<file path="src/pabs_pkg.sv">
// package: address map, field masks and carrier types of the alarm status bank
package pabs_pkg;

  // word geometry
  localparam int unsigned PABS_WORD_W     = 16;
  localparam int unsigned PABS_FIELD_W    = 15;
  localparam int unsigned PABS_NUM_WORDS  = 5;
  localparam int unsigned PABS_INVAL_BIT  = 15;

  // register offsets, one register per address
  localparam logic [15:0] PABS_STD_OVR_QUAL_OFS = 16'h7d0d;
  localparam logic [15:0] PABS_STD_OVR_OFS      = 16'h7d0e;
  localparam logic [15:0] PABS_ADV_OVR_QUAL_OFS = 16'h7d0f;
  localparam logic [15:0] PABS_ADV_OVR_OFS      = 16'h7d10;
  localparam logic [15:0] PABS_ADV_EXT_QUAL_OFS = 16'h7d11;
  localparam logic [15:0] PABS_ADV_EXT_OFS      = 16'h7d12;
  localparam logic [15:0] PABS_PRE_QUAL_OFS     = 16'h7d13;
  localparam logic [15:0] PABS_PRE_OFS          = 16'h7d14;
  localparam logic [15:0] PABS_USR_QUAL_OFS     = 16'h7d15;
  localparam logic [15:0] PABS_USR_OFS          = 16'h7d16;
  localparam logic [15:0] PABS_RSVD_FIRST_OFS   = 16'h7d17;
  localparam logic [15:0] PABS_RSVD_LAST_OFS    = 16'h7d1a;

  // word indices within the bank (quality at 2k, status at 2k+1)
  localparam int unsigned PABS_W_STD = 0;
  localparam int unsigned PABS_W_ADV = 1;
  localparam int unsigned PABS_W_EXT = 2;
  localparam int unsigned PABS_W_PRE = 3;
  localparam int unsigned PABS_W_USR = 4;

  // implemented bits of bits 0..14 in each word; the rest are reserved
  localparam logic [14:0] PABS_STD_MASK = 15'h0001;
  localparam logic [14:0] PABS_ADV_MASK = 15'h7fff;
  localparam logic [14:0] PABS_EXT_MASK = 15'h0003;
  localparam logic [14:0] PABS_PRE_MASK = 15'h0007;
  localparam logic [14:0] PABS_USR_MASK = 15'h03ff;

  // field positions
  localparam int unsigned PABS_STD_LONG_TIME_BIT    = 0;
  localparam int unsigned PABS_ADV_CUR_UNBAL_BIT    = 0;
  localparam int unsigned PABS_ADV_MAX_I1_BIT       = 1;
  localparam int unsigned PABS_ADV_MAX_I2_BIT       = 2;
  localparam int unsigned PABS_ADV_MAX_I3_BIT       = 3;
  localparam int unsigned PABS_ADV_MAX_IN_BIT       = 4;
  localparam int unsigned PABS_ADV_MIN_V_BIT        = 5;
  localparam int unsigned PABS_ADV_MAX_V_BIT        = 6;
  localparam int unsigned PABS_ADV_V_UNBAL_BIT      = 7;
  localparam int unsigned PABS_ADV_MAX_P_BIT        = 8;
  localparam int unsigned PABS_ADV_REV_P_BIT        = 9;
  localparam int unsigned PABS_ADV_MIN_F_BIT        = 10;
  localparam int unsigned PABS_ADV_MAX_F_BIT        = 11;
  localparam int unsigned PABS_ADV_ROTATION_BIT     = 12;
  localparam int unsigned PABS_ADV_SHED_I_BIT       = 13;
  localparam int unsigned PABS_ADV_SHED_P_BIT       = 14;
  localparam int unsigned PABS_EXT_GROUND_FAULT_BIT = 0;
  localparam int unsigned PABS_EXT_LEAKAGE_BIT      = 1;
  localparam int unsigned PABS_PRE_LONG_TIME_BIT    = 0;
  localparam int unsigned PABS_PRE_LEAKAGE_BIT      = 1;
  localparam int unsigned PABS_PRE_GROUND_BIT       = 2;
  localparam int unsigned PABS_USR_FIRST_BIT        = 0; // alarm 201
  localparam int unsigned PABS_USR_LAST_BIT         = 9; // alarm 210

  // reset values
  localparam logic [15:0] PABS_DATA_RST  = 16'h0000;
  localparam logic [14:0] PABS_FIELD_RST = 15'h0000;

  // one status word's live sources from the protection logic
  typedef struct packed {
    logic        invalid; // whole word not significant
    logic [14:0] valid;   // per-bit quality, 1 = valid
    logic [14:0] active;  // per-bit overrun or alarm level
  } pabs_src_t;

  // register access request from the serial link handler
  typedef struct packed {
    logic        req;   // one-cycle strobe
    logic        write; // 1 = write attempt
    logic [15:0] addr;
    logic [15:0] wdata;
  } pabs_req_t;

  // answer to one request
  typedef struct packed {
    logic        valid; // one-cycle strobe
    logic        err;   // write refused or address unmapped
    logic [15:0] data;
  } pabs_rsp_t;

endpackage

</file>
<file path="src/pabs_bank.sv">
// read-only bank of protection overrun and alarm status words
//
// Summary of operation
// [RQ1] Overrun bit goes to 1 on threshold crossing, not after the delay.
// [RQ2] Quality word sits just below each status word; 1 valid, 0 invalid.
// [RQ3] Bit 15 of each status word set means bits 0 to 14 invalid.
// [RQ4] Standard overrun word: long-time pickup at bit 0, bits 1-14 reserved.
// [RQ5] Advanced overrun word: fifteen protections mapped in order on bits 0-14.
// [RQ6] Extended word: ground fault bit 0, earth leakage bit 1, rest reserved.
// [RQ7] Pre-alarm and user alarm bits stay 1 while the alarm is active.
// [RQ8] Pre-alarm word: long-time, leakage, ground fault on bits 0-2.
// [RQ9] User alarm word: alarms 201 to 210 on bits 0-9, rest reserved.
// [RQ10] All words read-only 16-bit; writes ignored; reserved reads zero.
// [RQ11] Master checks quality word and bit 15 before trusting a bit; the master model passes answers on unchecked.
`timescale 1ns/1ps
`default_nettype none
module pabs_bank
  import pabs_pkg::*;
(
  // clock and reset
  input  wire logic      clk_sys,
  input  wire logic      rst,
  // protection logic sources, one per status word, asynchronous
  input  wire pabs_src_t std_ovr_src,
  input  wire pabs_src_t adv_ovr_src,
  input  wire pabs_src_t adv_ext_src,
  input  wire pabs_src_t prealarm_src,
  input  wire pabs_src_t user_alarm_src,
  // register access from the serial link handler
  input  wire pabs_req_t reg_req,
  output var  pabs_rsp_t reg_rsp
);

  localparam int unsigned SRC_W = $bits(pabs_src_t);
  localparam int unsigned ALL_W = SRC_W * PABS_NUM_WORDS;

  // true when bit b of word w carries a defined field; masks come from
  // the field positions so a moved field cannot leave a stale mask
  function automatic logic bit_used(input int unsigned w,
                                    input int unsigned b);
    case (w)
      PABS_W_STD: bit_used = (b == PABS_STD_LONG_TIME_BIT);
      // every bit up to load shedding on power is defined
      PABS_W_ADV: bit_used = (b <= PABS_ADV_SHED_P_BIT);
      PABS_W_EXT: bit_used = (b == PABS_EXT_GROUND_FAULT_BIT)
                          || (b == PABS_EXT_LEAKAGE_BIT);
      PABS_W_PRE: bit_used = (b == PABS_PRE_LONG_TIME_BIT)
                          || (b == PABS_PRE_LEAKAGE_BIT)
                          || (b == PABS_PRE_GROUND_BIT);
      // user alarms form one run starting at the first bit
      PABS_W_USR: bit_used = (b <= PABS_USR_LAST_BIT);
      default:    bit_used = 1'b0;
    endcase
  endfunction

  // defined-bit mask of one word; everything else reads zero
  function automatic logic [14:0] used_mask(input int unsigned w);
    used_mask = PABS_FIELD_RST;
    for (int unsigned b = 0; b < PABS_FIELD_W; b++) begin
      used_mask[b] = bit_used(w, b);
    end
  endfunction

  // true when the address falls in the populated part of the bank
  function automatic logic in_words(input logic [15:0] a);
    in_words = (a >= PABS_STD_OVR_QUAL_OFS) && (a <= PABS_USR_OFS);
  endfunction

  // true when the address falls in the reserved tail of the bank
  function automatic logic in_reserved(input logic [15:0] a);
    in_reserved = (a >= PABS_RSVD_FIRST_OFS) && (a <= PABS_RSVD_LAST_OFS);
  endfunction

  logic [ALL_W-1:0] src_all;
  logic [ALL_W-1:0] s2_all;
  logic [ALL_W-1:0] s3_all;
  logic [ALL_W-1:0] filt_r;
  logic [ALL_W-1:0] filt_nxt;

  // bundle the sources in word order
  assign src_all = {user_alarm_src, prealarm_src, adv_ext_src,
                    adv_ovr_src, std_ovr_src};

  // sources come from another domain, so pass three flops
  pabs_sync3 #(
    .WIDTH (ALL_W)
  ) u_sync (
    .clk_sys  (clk_sys),
    .rst      (rst),
    .async_in (src_all),
    .stage2_r (s2_all),
    .stage3_r (s3_all)
  );

  // a change is taken once stages two and three agree; no time delay
  // beyond that, so a crossing shows before any trip timer ends [RQ1]
  assign filt_nxt = (s2_all & ~(s2_all ^ s3_all))
                  | (filt_r & (s2_all ^ s3_all));

  // filtered source levels; alarm bits follow the live level [RQ7]
  always_ff @(posedge clk_sys) begin
    if (rst) begin
      filt_r <= '0;
    end else begin
      filt_r <= filt_nxt;
    end
  end

  logic [15:0] stat_w [PABS_NUM_WORDS];
  logic [15:0] qual_w [PABS_NUM_WORDS];

  // build each status word and its quality companion
  genvar g;
  generate
    for (g = 0; g < PABS_NUM_WORDS; g++) begin : g_word
      localparam logic [14:0] USED = used_mask(g);
      pabs_src_t w;
      assign w = pabs_src_t'(filt_r[g*SRC_W +: SRC_W]);
      // bit positions follow the source bit order of each word
      // [RQ4] [RQ5] [RQ6] [RQ8] [RQ9]
      // reserved bits forced to zero [RQ10]
      assign stat_w[g] = {w.invalid, w.active & USED}; // [RQ3]
      // quality bit 15 marks the invalid flag itself as always valid
      assign qual_w[g] = {1'b1, w.valid & USED}; // [RQ2]
    end
  endgenerate

  logic [15:0] rel_addr;
  logic [3:0]  rel_idx;
  logic [15:0] rd_word;

  // offset from the first quality word
  assign rel_addr = reg_req.addr - PABS_STD_OVR_QUAL_OFS;
  assign rel_idx  = rel_addr[3:0];

  // even offsets hold quality, odd ones the status just above [RQ2]
  always_comb begin
    rd_word = PABS_DATA_RST;
    if (in_words(reg_req.addr)) begin
      if (rel_idx[0]) begin
        rd_word = stat_w[rel_idx[3:1]];
      end else begin
        rd_word = qual_w[rel_idx[3:1]];
      end
    end
  end

  pabs_rsp_t rsp_r;
  pabs_rsp_t rsp_nxt;

  // one answer per request, next cycle; writes change nothing [RQ10]
  always_comb begin
    rsp_nxt       = '0;
    rsp_nxt.valid = reg_req.req;
    if (reg_req.req) begin
      if (reg_req.write) begin
        // no storage is written; the link reports the refusal [RQ10]
        rsp_nxt.err  = 1'b1;
        rsp_nxt.data = PABS_DATA_RST;
      end else if (in_words(reg_req.addr)) begin
        rsp_nxt.data = rd_word;
      end else if (in_reserved(reg_req.addr)) begin
        rsp_nxt.data = PABS_DATA_RST; // reserved reads zero [RQ10]
      end else begin
        rsp_nxt.err  = 1'b1; // unmapped address
        rsp_nxt.data = PABS_DATA_RST;
      end
    end
  end

  // answer register; data stays until the next answer
  always_ff @(posedge clk_sys) begin
    if (rst) begin
      rsp_r <= '0;
    end else begin
      rsp_r.valid <= rsp_nxt.valid;
      if (rsp_nxt.valid) begin
        rsp_r.err  <= rsp_nxt.err;
        rsp_r.data <= rsp_nxt.data;
      end
    end
  end

  assign reg_rsp = rsp_r;

endmodule
`default_nettype wire

</file>
<file path="src/pabs_sync3.sv">
// three-stage synchroniser for a bundle of asynchronous levels
`timescale 1ns/1ps
`default_nettype none
module pabs_sync3 #(
  parameter int unsigned WIDTH = 1
) (
  // clock and reset
  input  wire logic             clk_sys,
  input  wire logic             rst,
  // asynchronous levels
  input  wire logic [WIDTH-1:0] async_in,
  // stages two and three for agreement checks
  output logic      [WIDTH-1:0] stage2_r,
  output logic      [WIDTH-1:0] stage3_r
);

  logic [WIDTH-1:0] meta_r;

  // first stage feeds only the second; no logic looks at it
  always_ff @(posedge clk_sys) begin
    if (rst) begin
      meta_r   <= '0;
      stage2_r <= '0;
      stage3_r <= '0;
    end else begin
      meta_r   <= async_in;
      stage2_r <= meta_r;
      stage3_r <= stage2_r;
    end
  end

endmodule
`default_nettype wire

</file>
<file path="config.mk">
export PLATFORM = sky130hd
export DESIGN_NAME = pabs_bank
export DESIGN_NICKNAME = d
export VERILOG_FILES = /design/src/pabs_pkg.sv /design/src/pabs_bank.sv /design/src/pabs_sync3.sv
export SDC_FILE = /design/constraint.sdc
export NUM_CORES = 1
export LEC_CHECK = 0
export CORE_MARGIN = 2
export CORE_UTILIZATION = 56
export DETAILED_ROUTE_END_ITERATION = 10
export DONT_BUFFER_PORTS = 1
export PLACE_DENSITY = 0.77
export SYNTH_ARGS = -nofsm -noshare
export SYNTH_HDL_FRONTEND = slang
export SYNTH_SLANG_ARGS = --single-unit
</file>
<file path="constraint.sdc">
create_clock -name clk_sys -period 7.38 [get_ports clk_sys]
set_clock_uncertainty 0.1 [all_clocks]
set_input_delay 0.738 -clock clk_sys [delete_from_list [all_inputs] [get_ports clk_sys]]
set_output_delay 0.738 -clock clk_sys [all_outputs]
set_load 0.005 [all_outputs]
</file>
# ---- Word level (Yosys, flattened, before mapping)
# Index checks and enable logic that the tools add are counted.
dict set report word_totals {
  register_bits 638
  latch_bits 0
  mem_bits_rw 0
  romBits 0
  output_inout_bits 18
  wordCells 32
  mem_count 0
}
dict set report op_classes {
  add_sub_neg 1
  n_mul 0
  div 0
  n_lt_le_gt_ge 5
  n_eq_ne 0
  n_shift 0
  n_mux 11
  n_bitwise 6
  reduce_logical 2
}
# cell count
set ops {}
lappend ops {{$and 155x155->155} 2}
lappend ops {{$not 155->155} 1}
lappend ops {{$or 155x155->155} 1}
lappend ops {{$xor 155x155->155} 1}
lappend ops {{$bmux 16 s3} 2}
lappend ops {{$mux 16} 6}
lappend ops {{$ge 16x15->1 const B} 2}
lappend ops {{$le 16x15->1 const B} 2}
lappend ops {{$mux 17} 1}
lappend ops {{$ge 4x4->1 const B} 1}
lappend ops {{$not 3->4} 1}
lappend ops {{$sub 4x4->4 const B} 1}
lappend ops {{$logic_and 1x1->1} 2}
lappend ops {{$mux 1} 2}

# ---- Longest topological paths before layout
dict set report logic_depth {
  word_depth 8
  ltp_mapped 10
  depth_no_buf 7
}

# ---- Cells and area by module
# From an unflattened synthesis, not the netlist that was laid out.
dict set report hier_totals {
  hier_cells 1387
  hier_area_um2 16169.3
}
# module n_inst cells_each area_each_um2 seq_area_each_um2
set modules_own_cells {}
lappend modules_own_cells {pabs_sync3 1 982 12473.2 9308.9}
lappend modules_own_cells {pabs_bank 1 405 3696.0 1701.6}

# ---- Least setup slack after synthesis
# Ideal clock, no wire load.
dict set report synth_timing {
  path_kind {input port to flip-flop}
  start {input port reg_req[16] in the netlist's numbering}
  end {register rsp_r (netlist bit reg_rsp[10])}
  arrival_ps 3189
  slack_ps 4024
  path_stages 8
  n_path_buf 2
  cell_sequence {buf_1 inv_2 clkbuf_1 ha_1 a2111oi_0 o211ai_2 or4_4 o21ai_2}
}
dict set report synth_between {
  elab_chain_cells 8
  elab_cells_between_ends 14
  classes_between {add/sub (1); order compare (2); mux (9); bitwise (1); reduce/logical (1)}
}
# item line_no
set synth_rtl {}
lappend synth_rtl {{start, declared} pabs_bank.sv:30} ;# input wire pabs_req_t reg_req,
lappend synth_rtl {{$sub 4x4->4} pabs_bank.sv:133} ;# assign rel_addr = reg_req.addr - PABS_STD_OVR_QUAL_OFS;
lappend synth_rtl {{$not 3->4 (not written as such)} {pabs_bank.sv:141, pabs_bank.sv:143}}
lappend synth_rtl {{$bmux 16 s3 (on tied branches)} {pabs_bank.sv:143, pabs_bank.sv:141}}
lappend synth_rtl {{$mux 16 (on tied branches) (2 in a row)} {pabs_bank.sv:143, pabs_bank.sv:141}}
lappend synth_rtl {{$mux 16} pabs_bank.sv:140} ;# if (rel_idx[0]) begin
lappend synth_rtl {{$mux 16 *} pabs_bank.sv:160} ;# end else if (in_words(reg_req.addr)) begin
lappend synth_rtl {{$mux 17 *} pabs_bank.sv:156} ;# if (reg_req.write) begin
lappend synth_rtl {{end, declared} pabs_bank.sv:148} ;# pabs_rsp_t rsp_r;
# Mark *: on every way between the ends. The rest lies on a longest branch, timed or not. The select of a mux whose other input is x is not followed.
# A chain may end at the register's enable or synchronous reset.

# ---- Worst setup path after layout
dict set report layout_timing {
  start {input port reg_req[16] in the netlist's numbering}
  end {register rsp_r (netlist bit reg_rsp[3])}
}
# The elaborated chain is that of the path after synthesis.

==> impl_metrics.csv <==
group,metric,value,unit
sta,rsz0062_at_grt,"false",
job,cap_violations,0,
sta,final_max_slew_viol_count,0,
die,chipHeight,131,µm
cts,cts_resized,0,
place,place_inst,1012,
drt,drc,0,
yosys,avgSynthCellArea,10.8,µm²
place,post_dp_cell_area,9130,µm²
die,io_pins,209,
layout,diodes,0,
layout,area_growth,12.4,%
sta,min_period,2.66,ns
sta,setup-tns-final,0,ns
yosys,ys.warnings.count,0,
yosys,yosys.area.top_type_share,63.7,%
drt,postRouteAntennaNets,0,
place,port_buffers,0,
sta,relSlewSlack,49.9,%
drt,drt-initial-drc-count,373,
yosys,ys_types,44,
yosys,synth_cells,831,
place,gp_congestion,0.719,
grt,track_usage,17.4,%
hold_path,whs_path_depth,1,
sta,fin_crit_sh,36.0,%
worst_setup_path,required,7.73,ns
cts,post-cts-setup-buffer-count,0,
sta,holdWs,0.216,ns
cts,clk_pin_slew_worst_paths,0.06,ns
drt,viasPerCell,5.09,
hold_path,min_path_type,"primary input to flop",
cts,cts_root_buf,"clkbuf_16",
grt,antenna_found_initial,0,
drt,first_pass_iters,5,
cts,cts_tree,"yes",
power_and_ir_drop,ir_worst_vdd,216,µV
yosys,synth_common_cells,"dfxtp_1, nor2b_1, nand2_1",
die,core,15800,µm²
die,dieArea,17100,µm²
cts,hold_buffers,0,
layout,design_area,10100,µm²
sta,fmax,376,MHz
worst_setup_path,endpoint_kind,"flop",
hold_path,hold-path-endpoint,"u_sync.meta_r[44]",
layout,instances_no_fill,1061,
yosys,ys_async_sr_fraction,0,%
grt,grt_pass1_vias,5244,
sta,worst_pin_slew,0.732,ns
yosys,syn-cell-area,8980,µm²
grt,overflow,0,
die,start_util,57.0,%
cts,insertion_delay,0.51,ns
place,hpwl,9.35,mm
sta,finalHoldViolations,0,
die,dieWidth,131,µm
layout,layout-drive-gt1-share,8.99,%
cts,cts.sinks,286,
drt,wl,15.0,mm
hold_path,min_from,"rst",
worst_setup_path,r2r-end,"reg_rsp[0]",
worst_setup_path,worstPathArrival,3.01,ns
yosys,synth_edf_count,0,
drt,vias,5399,
grt,grt_max_degree,273,
yosys,netlist_top_cells_area,"dfxtp_1, nor2b_1, a21oi_1",
drt,post_drt_wl_per_cell,14.2,µm
worst_setup_path,cp_max_fo,15,
sta,setup_viol,0,
status,outcome,"completed",
yosys,yosysMostFrequentCell,"dfxtp_1",
worst_setup_path,reg2reg_depth,4,
layout,layout.nets,1020,
worst_setup_path,startpoint_type,"primary input",
yosys,syn_nets,1026,
yosys,yosysSeqAreaShare,63.7,%
die,rows,46,
cts,cts_buffers,27,
cts,h-tree-depth,1,
worst_setup_path,critical_path_class,"primary input to flop",
cts,clock_path_buffers,3,
power_and_ir_drop,power_density,309,nW/µm²
power_and_ir_drop,p_leak,3.72,nW
yosys,synth_seq_cells,286,
grt,grt_pass1_wl,24.1,mm
yosys,yosysTopAreaCell,"dfxtp_1",
yosys,ys.flop_type,"dfxtp_1",
worst_setup_path,worst-r2r-setup-slack,5.81,ns
power_and_ir_drop,power,0.00312,W
## placed cells by master, fill, tap and decap left out, types with 5 or more instances in the layout
cell / instances
a21oi_1: 71
mux4_2: 11
a22o_1: 7
o21ai_2: 5
clkbuf_16: 27
nand2_1: 79
o21ai_0: 68
clkbuf_8: 8
clkinv_2: 6
mux2i_1: 8
nor2b_1: 203
dfxtp_1: 286
nor2_1: 5
## metal layers
layer	routed length [µm]	up-vias	global-route usage, %
li1	-	2740	-
met1	6870	2500	22.7
met2	6910	145	29.4
met3	1050	14	4.11
met4	204	0	4.88
met5	0	-	0
## worst max path at each step
| stage | startpoint | to | slack [ns] | cells past startpoint |
|---|---|---|---|---|
| floorplan | reg_req[16] | reg_rsp[10] | 4.02 | 8 |
| global placement | reg_req[16] | reg_rsp[8] | 4.25 | 6 |
| detailed placement | reg_req[16] | reg_rsp[9] | 4.19 | 6 |
| CTS | reg_req[16] | reg_rsp[3] | 4.72 | 6 |
| global route | reg_req[16] | reg_rsp[5] | 4.67 | 6 |
| finish | reg_req[16] | reg_rsp[3] | 4.72 | 6 |
## critical path, cell delays in order
cell and delay [ns]:
inv_2 0.13, ha_1 0.30, a2111oi_0 0.69, o211ai_2 0.26, nor3_2 0.65, a22o_1 0.23
## logic make-up after synthesis
group                      Yosys count  share of synthesized area [%]
buffers and inverters               43                           1.87
AOI/OAI and AO/OA                  169                           10.5
adders and majority gates            4                          0.557
DFF                                286                           63.7
xor gates and xnor gates             4                          0.390
muxes                               20                           3.77
and+or+nand+nor                    305                           19.2
## layout make-up
cell class | instances | area [µm²]
Sequential cell | 286 | 5730
Fill cell | 1220 | 5680
Multi-Input combinational cell | 502 | 3100
Clock buffer | 37 | 793
Tap cell | 216 | 270
Clock inverter | 12 | 165
Timing Repair Buffer | 3 | 22.5
Inverter | 5 | 18.8
## metrics by stage
step                      utilization (%)  worst slack (ns)
final                                64.0              4.72
after global routing                 64.0              4.67
after CTS                            64.0              4.72
after detailed placement             57.9              4.19
after global placement               57.9              4.25
after floorplan                         -              4.02
## power breakdown
| group | leakage [nW] | internal (W) | switching [W] |
|---|---|---|---|
| clock | 0.473 | 0.000889 | 0.000552 |
| combinational | 0.908 | 0.0000399 | 0.0000312 |
| sequential | 2.34 | 0.00159 | 0.0000171 |
Note: power is estimated with default switching activity, not from simulation.
